### src/hw/radio_irq_pkg.sv
package radio_irq_pkg;

	// Avalon byte address width; each register holds one aligned word.
	localparam int unsigned ADDR_W = 10;

	// Register indices; the byte address is four times the index.
	localparam logic [7:0] MASK_IDX = 8'h91;
	localparam logic [7:0] FLAGS_IDX = 8'hE9;
	localparam logic [7:0] CTRL_IDX = 8'hA0;

	// Values after reset.
	localparam logic [7:0] MASK_RST = 8'h00;
	localparam logic [7:0] FLAGS_RST = 8'h00;
	localparam logic [31:0] READ_RST = 32'h0000_0000;

	// Event flag and mask bit positions.
	localparam int unsigned TX_SHORT_BIT = 7;
	localparam int unsigned RX_OVERRUN_BIT = 6;
	localparam int unsigned RX_WAIT_EXPIRED_BIT = 5;
	localparam int unsigned PACKET_FINISHED_BIT = 4;
	localparam int unsigned CARRIER_DETECT_BIT = 3;
	localparam int unsigned PREAMBLE_QUALITY_BIT = 2;
	localparam int unsigned CHANNEL_CLEAR_BIT = 1;
	localparam int unsigned SYNC_FOUND_BIT = 0;

	// Control register bit positions.
	localparam int unsigned CTRL_BT_FLAG = 0;
	localparam int unsigned CTRL_GR_FLAG = 1;
	localparam int unsigned CTRL_BT_EN = 2;
	localparam int unsigned CTRL_GR_EN = 3;
	localparam int unsigned CTRL_APPEND = 4;
	localparam int unsigned CTRL_OVERRUN = 5;
	localparam int unsigned CTRL_SHORT = 6;
	localparam int unsigned CTRL_TX = 7;

	// Command strobe codes.
	localparam logic [7:0] TX_STROBE_CODE = 8'h03;
	localparam logic [7:0] IDLE_STROBE_CODE = 8'h04;

	// Radio data path states.
	typedef enum logic [2:0] {
		ST_IDLE = 3'b001,
		ST_TX = 3'b010,
		ST_STUCK = 3'b100
	} radio_state_t;

	// True when a byte address selects the register with the given index.
	function automatic logic reg_hit(input logic [ADDR_W-1:0] addr, input logic [7:0] idx);
		reg_hit = (addr[ADDR_W-1:2] == idx);
	endfunction : reg_hit

endpackage : radio_irq_pkg

### src/hw/radio_rise_detect.sv
// Turns a vector of status levels into one-cycle pulses on each 0 to 1 step.
module radio_rise_detect #(
	parameter int unsigned WIDTH = 8
) (
	input wire logic clk_i,
	input wire logic rstn_i,
	input wire logic ce_i,
	input wire logic [WIDTH-1:0] level_i,
	output logic [WIDTH-1:0] rise_o
);

	// Level seen in the previous enabled cycle.
	logic [WIDTH-1:0] prev_q;

	// A bit rises only when it is high now and was low before.
	assign rise_o = level_i & ~prev_q;

	// The history only moves while the clock enable is high.
	always_ff @(posedge clk_i) begin
		if (!rstn_i) begin
			prev_q <= '0;
		end else if (ce_i) begin
			prev_q <= level_i;
		end
	end

endmodule : radio_rise_detect

### src/hw/radio_interrupt_flags.sv
// Radio interrupt flags, mask and the two CPU interrupt requests.
//
// Decided for this implementation: the Avalon-MM register port.
module radio_interrupt_flags (
	input wire logic clk_i,
	input wire logic rstn_i,
	input wire logic ce_i,
	input wire logic [radio_irq_pkg::ADDR_W-1:0] avs_address_i,
	input wire logic avs_read_i,
	input wire logic avs_write_i,
	input wire logic [31:0] avs_writedata_i,
	input wire logic [3:0] avs_byteenable_i,
	output logic [31:0] avs_readdata_o,
	output logic avs_waitrequest_o,
	input wire logic [7:0] radio_status_i,
	input wire logic rx_byte_arrived_i,
	input wire logic rx_byte_read_i,
	input wire logic tx_byte_room_i,
	input wire logic tx_short_i,
	input wire logic status1_read_i,
	input wire logic strobe_valid_i,
	input wire logic [7:0] strobe_code_i,
	output logic byte_transfer_irq_o,
	output logic general_radio_irq_o
);

	// Bus handshake state: high while a new request still waits.
	logic wait_q;
	logic [31:0] readdata_q;

	// Software visible registers.
	logic [7:0] mask_q;
	logic [7:0] flags_q;
	logic [7:0] flags_d;
	logic bt_flag_q;
	logic bt_flag_d;
	logic gr_flag_q;
	logic gr_flag_d;
	logic bt_en_q;
	logic gr_en_q;
	logic append_q;

	// Radio data path state and fault kinds.
	radio_irq_pkg::radio_state_t state_q;
	radio_irq_pkg::radio_state_t state_d;
	logic overrun_q;
	logic short_q;
	logic pending_q;

	// Registered request outputs.
	logic bt_irq_q;
	logic gr_irq_q;

	// Decoded bus accesses.
	wire req = avs_read_i | avs_write_i;
	wire hit_mask = radio_irq_pkg::reg_hit(avs_address_i, radio_irq_pkg::MASK_IDX);
	wire hit_flags = radio_irq_pkg::reg_hit(avs_address_i, radio_irq_pkg::FLAGS_IDX);
	wire hit_ctrl = radio_irq_pkg::reg_hit(avs_address_i, radio_irq_pkg::CTRL_IDX);
	wire wr_go = ce_i & avs_write_i & ~wait_q & avs_byteenable_i[0];
	wire mask_wr = wr_go & hit_mask;
	wire flags_wr = wr_go & hit_flags;
	wire ctrl_wr = wr_go & hit_ctrl;
	wire [7:0] wbyte = avs_writedata_i[7:0];

	// Decoded command strobes.
	wire tx_strobe = strobe_valid_i & (strobe_code_i == radio_irq_pkg::TX_STROBE_CODE);
	wire idle_strobe = strobe_valid_i & (strobe_code_i == radio_irq_pkg::IDLE_STROBE_CODE);

	// An unread byte overwritten while receiving is an overrun.
	wire in_tx = (state_q == radio_irq_pkg::ST_TX);
	wire overrun_evt = rx_byte_arrived_i & pending_q & ~rx_byte_read_i & ~in_tx;
	// Missing transmit data counts only while transmitting.
	wire short_evt = tx_short_i & in_tx;

	// Fault states feed the edge detector like any radio status level.
	logic [7:0] fault_bits;
	always_comb begin
		fault_bits = 8'h00;
		fault_bits[radio_irq_pkg::TX_SHORT_BIT] = short_q;
		fault_bits[radio_irq_pkg::RX_OVERRUN_BIT] = overrun_q;
		fault_bits[radio_irq_pkg::PACKET_FINISHED_BIT] = overrun_q | short_q;
	end

	// Status levels in their flag positions, ORed with the fault states.
	wire [7:0] cond = radio_status_i | fault_bits;
	wire [7:0] rise;

	// Events fire on the 0 to 1 step of their condition only.
	radio_rise_detect #(
		.WIDTH(8)
	) u_rise (
		.clk_i(clk_i),
		.rstn_i(rstn_i),
		.ce_i(ce_i),
		.level_i(cond),
		.rise_o(rise)
	);

	// Writing 0 clears a flag, 1 keeps it, and a new event wins.
	wire [7:0] flags_clr = flags_wr ? ~wbyte : 8'h00;
	assign flags_d = (flags_q & ~flags_clr) | rise;

	// Any masked-in event raises the general CPU flag.
	wire gr_set = |(rise & mask_q);
	wire gr_clr = ctrl_wr & ~wbyte[radio_irq_pkg::CTRL_GR_FLAG];
	assign gr_flag_d = gr_set | (gr_flag_q & ~gr_clr);

	// Byte flag: received byte, free register in transmit, or status byte 1.
	wire bt_rx = rx_byte_arrived_i;
	wire bt_tx = tx_byte_room_i & in_tx;
	wire bt_status = status1_read_i & append_q;
	wire bt_set = bt_rx | bt_tx | bt_status;
	wire bt_clr = ctrl_wr & ~wbyte[radio_irq_pkg::CTRL_BT_FLAG];
	assign bt_flag_d = bt_set | (bt_flag_q & ~bt_clr);

	// Control register view with live state in its upper bits.
	logic [7:0] ctrl_view;
	always_comb begin
		ctrl_view = 8'h00;
		ctrl_view[radio_irq_pkg::CTRL_BT_FLAG] = bt_flag_q;
		ctrl_view[radio_irq_pkg::CTRL_GR_FLAG] = gr_flag_q;
		ctrl_view[radio_irq_pkg::CTRL_BT_EN] = bt_en_q;
		ctrl_view[radio_irq_pkg::CTRL_GR_EN] = gr_en_q;
		ctrl_view[radio_irq_pkg::CTRL_APPEND] = append_q;
		ctrl_view[radio_irq_pkg::CTRL_OVERRUN] = overrun_q;
		ctrl_view[radio_irq_pkg::CTRL_SHORT] = short_q;
		ctrl_view[radio_irq_pkg::CTRL_TX] = in_tx;
	end

	// Read data selection; unmapped addresses read as zero.
	wire [31:0] rd_mux = hit_mask ? {24'h00_0000, mask_q} :
		hit_flags ? {24'h00_0000, flags_q} :
		hit_ctrl ? {24'h00_0000, ctrl_view} : 32'h0000_0000;

	// Next state: the idle strobe always wins and clears any fault.
	always_comb begin
		state_d = state_q;
		case (state_q)
			radio_irq_pkg::ST_IDLE: begin
				if (idle_strobe) begin
					state_d = radio_irq_pkg::ST_IDLE;
				end else if (overrun_evt) begin
					state_d = radio_irq_pkg::ST_STUCK;
				end else if (tx_strobe) begin
					state_d = radio_irq_pkg::ST_TX;
				end
			end
			radio_irq_pkg::ST_TX: begin
				if (idle_strobe) begin
					state_d = radio_irq_pkg::ST_IDLE;
				end else if (short_evt) begin
					state_d = radio_irq_pkg::ST_STUCK;
				end
			end
			radio_irq_pkg::ST_STUCK: begin
				if (idle_strobe) begin
					state_d = radio_irq_pkg::ST_IDLE;
				end
			end
			default: begin
				state_d = radio_irq_pkg::ST_IDLE;
			end
		endcase
	end

	// Bus slave: one wait cycle, then the access completes.
	always_ff @(posedge clk_i) begin
		if (!rstn_i) begin
			wait_q <= 1'b1;
			readdata_q <= radio_irq_pkg::READ_RST;
		end else if (ce_i) begin
			wait_q <= ~(req & wait_q);
			if (avs_read_i & wait_q) begin
				readdata_q <= rd_mux;
			end
		end
	end

	// Mask and control bits written by software.
	always_ff @(posedge clk_i) begin
		if (!rstn_i) begin
			mask_q <= radio_irq_pkg::MASK_RST;
			bt_en_q <= 1'b0;
			gr_en_q <= 1'b0;
			append_q <= 1'b0;
		end else if (mask_wr) begin
			mask_q <= wbyte;
		end else if (ctrl_wr) begin
			bt_en_q <= wbyte[radio_irq_pkg::CTRL_BT_EN];
			gr_en_q <= wbyte[radio_irq_pkg::CTRL_GR_EN];
			append_q <= wbyte[radio_irq_pkg::CTRL_APPEND];
		end
	end

	// Sticky flags of both levels.
	always_ff @(posedge clk_i) begin
		if (!rstn_i) begin
			flags_q <= radio_irq_pkg::FLAGS_RST;
			bt_flag_q <= 1'b0;
			gr_flag_q <= 1'b0;
		end else if (ce_i) begin
			flags_q <= flags_d;
			bt_flag_q <= bt_flag_d;
			gr_flag_q <= gr_flag_d;
		end
	end

	// Data path state, fault kinds and the unread byte marker.
	always_ff @(posedge clk_i) begin
		if (!rstn_i) begin
			state_q <= radio_irq_pkg::ST_IDLE;
			overrun_q <= 1'b0;
			short_q <= 1'b0;
			pending_q <= 1'b0;
		end else if (ce_i) begin
			state_q <= state_d;
			overrun_q <= ~idle_strobe & (overrun_q | overrun_evt);
			short_q <= ~idle_strobe & (short_q | short_evt);
			pending_q <= ~idle_strobe & (bt_rx | (pending_q & ~rx_byte_read_i));
		end
	end

	// Requests follow the CPU flags gated by their enables, one cycle later.
	always_ff @(posedge clk_i) begin
		if (!rstn_i) begin
			bt_irq_q <= 1'b0;
			gr_irq_q <= 1'b0;
		end else if (ce_i) begin
			bt_irq_q <= bt_flag_q & bt_en_q;
			gr_irq_q <= gr_flag_q & gr_en_q;
		end
	end

	// Outputs straight from flip-flops.
	assign avs_waitrequest_o = wait_q;
	assign avs_readdata_o = readdata_q;
	assign byte_transfer_irq_o = bt_irq_q;
	assign general_radio_irq_o = gr_irq_q;
endmodule : radio_interrupt_flags

### config.mk
export PLATFORM = sky130hd
export DESIGN_NAME = radio_interrupt_flags
export DESIGN_NICKNAME = d
export VERILOG_FILES = /design/src/hw/radio_irq_pkg.sv /design/src/hw/radio_rise_detect.sv /design/src/hw/radio_interrupt_flags.sv
export SDC_FILE = /design/constraint.sdc
export NUM_CORES = 1
export LEC_CHECK = 0
export ABC_AREA = 1
export BUFFER_PORTS_ARGS = -buffer_cell sky130_fd_sc_hd__buf_2
export CELL_PAD_IN_SITES_DETAIL_PLACEMENT = 1
export CELL_PAD_IN_SITES_GLOBAL_PLACEMENT = 2
export CORE_MARGIN = 4
export CORE_UTILIZATION = 22
export CTS_CLUSTER_DIAMETER = 50
export DETAILED_ROUTE_END_ITERATION = 10
export PLACE_DENSITY = 0.84
export SYNTH_ARGS = -nofsm -noshare
export SYNTH_HDL_FRONTEND = slang
export SYNTH_SLANG_ARGS = --single-unit
### constraint.sdc
create_clock -name clk_i -period 1.25 [get_ports clk_i]
set_input_delay 0.25 -clock clk_i [delete_from_list [all_inputs] [get_ports clk_i]]
set_output_delay 0.25 -clock clk_i [all_outputs]
set_load 0.1 [all_outputs]
==> metrics.txt <==
Yosys cell types 30; H-tree depth 2; nets approximately 500; share of layout cells above drive strength 1 0.307; Final TNS setup 0 ns; Die ar. about 0.013 mm2; Fin. Hold Viols 0; setup violators final 0; drt total wl 8010 um; gr usage total 0.122; clk_lat worst skew a little under 0.3 ns; cts bufs inserted 5; first-pass GRT wire length roughly 13,000 um; total global routing overflow 0; non-filler cells, final roughly 570; Clock Sink Count 46; Slowest-stage cell, CP dfxtp_4; kind of start point of the critical path flop; GP Congestion between 0.7 and 0.8; Worst setup EP type flop; area used by multi-input combinational logic around 0.0014 mm2; Post-Syn Area ~0.0025 mm2; Hold WS between 0.2 and 0.25 ns; initial antenna violation count 0; IO Pins between 100 and 150; Syn Inst Count around 360; Core ar. 0.0110 mm2; pins over their slew limit 0; Mapped Avg Cell Area 6.94 um2; Max VDD drop about 470 uV; largest fanout on the critical path 8; Worst Path Buf+Inv 2; register area just over 900 um2; Root Driver clkbuf_16; Initial Util 0.228; sequential cell area fraction in the yosys report 0.366; outcome completed; routed vias/inst between 4 and 5; DIE WIDTH ~110 um; Longest Clk Path Bufs 2; unrepaired setup endpoints after global routing yes; type of the most critical hold path in2reg; largest net degree at the start of global routing 20; worst-path cell chain inv_4, nand2_4, nor2_4, buf_6, nand3_4, a21oi_1; # fillers ~1,400; register bit total from synthesis 46; Leak 1.50 nW; First-pass DRT Iterations 5; Final Util 0.310; worst path arrival time 1.46 ns; placed cells between 500 and 600; Crit path largest cell delay between 0.3 and 0.4 ns; Vias approximately 2,500; yosys synthesis warning count 0; Setup Skew about 0.0038 ns; DRC 0; height of the die between 100 and 150 um; Top Family by Delay on Critical Path simple AND/OR/NAND/NOR gates; fmax between 800 and 900 MHz; vias in the first global route 2,624; synth-to-layout area growth 36.0%; HPWL after DPL 6400 um; clk slew on worst S/H paths approximately 0.06 ns; Wirelength per Cell ~14 um; IO Port Bufs 54; Worst EP required approximately 1.5 ns; diode count 0; Power Dens Cells about 1200 mW/mm2; Max Cap Violations 0; min cycle time layout 1.24 ns; antenna-violating nets left 0; DR iter-0 viols between 70 and 80; WS Path Type reg2reg; clock tree from TritonCTS yes; Rows 38; Tcrit/Tclk final 0.991
final cells by class:
cell class                 instances  area share
clock buffer                       6      0.0377
clock inverter                     1     0.00183
inverter                          46      0.0512
multi-input combinational        260       0.401
sequential                        46       0.273
tap                              140      0.0512
timing repair buffer              74       0.183
through the flow:
stage / setup slack [ns] / area (um2) / total power [mW]
2_1_floorplan: -0.0319 / 2620 / 2.41
3_3_place_gp: -0.122 / 3150 / 2.59
3_5_place_dp: -0.163 / 3150 / 2.62
4_1_cts: -0.000768 / 3320 / 3.91
5_1_grt: -0.0519 / 3420 / 4.14
6_report: 0.0108 / 3420 / 3.95
worst min-delay path: cells and delay by family:
kind	cells	cell delay, ns
buffers and inverters	1	0.10
AND/OR/NAND/NOR	2	0.12
registers in the layout, summed over array words and instances (netlist names):
signal	cells
bt_en_q	1
pending_q	1
gr_en_q	1
u_rise.prev_q	8
short_q	1
overrun_q	1
general_radio_irq_o	1
flags_q	8
avs_waitrequest_o	1
avs_readdata_o	8
gr_flag_q	1
state_q	3
mask_q	8
byte_transfer_irq_o	1
append_q	1
bt_flag_q	1
Yosys cell counts:
| master | instances | area share |
|---|---|---|
| nor2_1 | 19 | 0.028 |
| a21oi_1 | 36 | 0.072 |
| nand3_1 | 57 | 0.11 |
| and2_1 | 1 | 0.0025 |
| inv_2 | 3 | 0.0045 |
| o21ai_1 | 18 | 0.036 |
| nand2_1 | 67 | 0.10 |
| a31oi_1 | 1 | 0.0025 |
| nor3_4 | 1 | 0.0065 |
| buf_6 | 2 | 0.0090 |
| buf_4 | 24 | 0.072 |
| clkinv_1 | 2 | 0.0030 |
| or2_1 | 1 | 0.0025 |
| nor2_2 | 3 | 0.0075 |
| buf_2 | 4 | 0.0080 |
| or2_0 | 1 | 0.0025 |
| a21oi_2 | 8 | 0.028 |
| or2_4 | 1 | 0.0035 |
| clkbuf_1 | 4 | 0.0060 |
| dfxtp_1 | 46 | 0.37 |
| o21ai_0 | 12 | 0.024 |
| nor2_8 | 1 | 0.0080 |
| nor3_1 | 1 | 0.0020 |
| inv_1 | 41 | 0.061 |
| nand3_2 | 2 | 0.0080 |
| conb_1 | 1 | 0.0015 |
| o21bai_1 | 1 | 0.0030 |
| o311ai_0 | 1 | 0.0035 |
| nand3_4 | 1 | 0.0070 |
| nor2_4 | 2 | 0.0090 |
cells in the final DEF, fill, tap and decap left out, types with 2 or more instances in the layout:
cell type,netlist,final
o21ai_1,18,15
o21ai_0,12,12
buf_2,4,43
a21oi_2,8,13
nor2_1,19,17
clkbuf_16,0,5
inv_2,3,5
inv_4,0,2
dfxtp_1,46,37
a21oi_1,36,31
conb_1,1,24
o21ai_2,0,3
nand3_2,2,2
nand2_2,0,5
buf_4,24,16
nor2_4,2,3
nand3_1,57,55
buf_12,0,14
nand2_1,67,61
dfxtp_2,0,8
nand3_4,1,4
nor2_2,3,4
inv_1,41,39
final timing paths:
kind                                        from                            end  slack, ns  cells past startpoint
setup / recovery  avs_waitrequest_o$_SDFFE_PN1P_         mask_q[5]$_SDFFE_PN0P_       0.01                      6
hold / removal                 radio_status_i[6]  u_rise.prev_q[6]$_SDFFE_PN0P_       0.21                      3
setup reg to reg  avs_waitrequest_o$_SDFFE_PN1P_         mask_q[5]$_SDFFE_PN0P_       0.01                      6
hold reg to reg          flags_q[3]$_SDFFE_PN0P_        flags_q[3]$_SDFFE_PN0P_       0.48                      2
where the power goes:
part	switching, mW	leakage (nW)	total (mW)	internal [mW]
Combinational	0.764	1.05	1.05	0.288
Clock	0.555	0.0673	1.29	0.732
Sequential	0.0595	0.380	1.61	1.55
metal layers:
metal  GRT usage  share of wire
met4      0.0509          0.022
met5           0              0
met2       0.215           0.49
met3      0.0263          0.049
met1       0.143           0.44
repair_timing:
item / 4_1_cts / 5_1_grt
pin swaps: 2 / 2
hold buffers: 0 / 0
resized for setup: 3 / 22
endpoints found under the setup margin: 10 / 27
cloned: 1 / 0
buffers inserted: 1 / 2
kinds of logic (layout without fill, tap and decap cells):
logic type / after synthesis / in the layout / share of synthesized area
AOI/OAI and AO/OA: 77 / 77 / 0.168
DFF: 46 / 46 / 0.366
buffers and inverters: 80 / 127 / 0.163
and+or+nand+nor: 158 / 159 / 0.301
other: 1 / 24 / 0.00149
No activity file was read; power rests on OpenSTA's default activity.
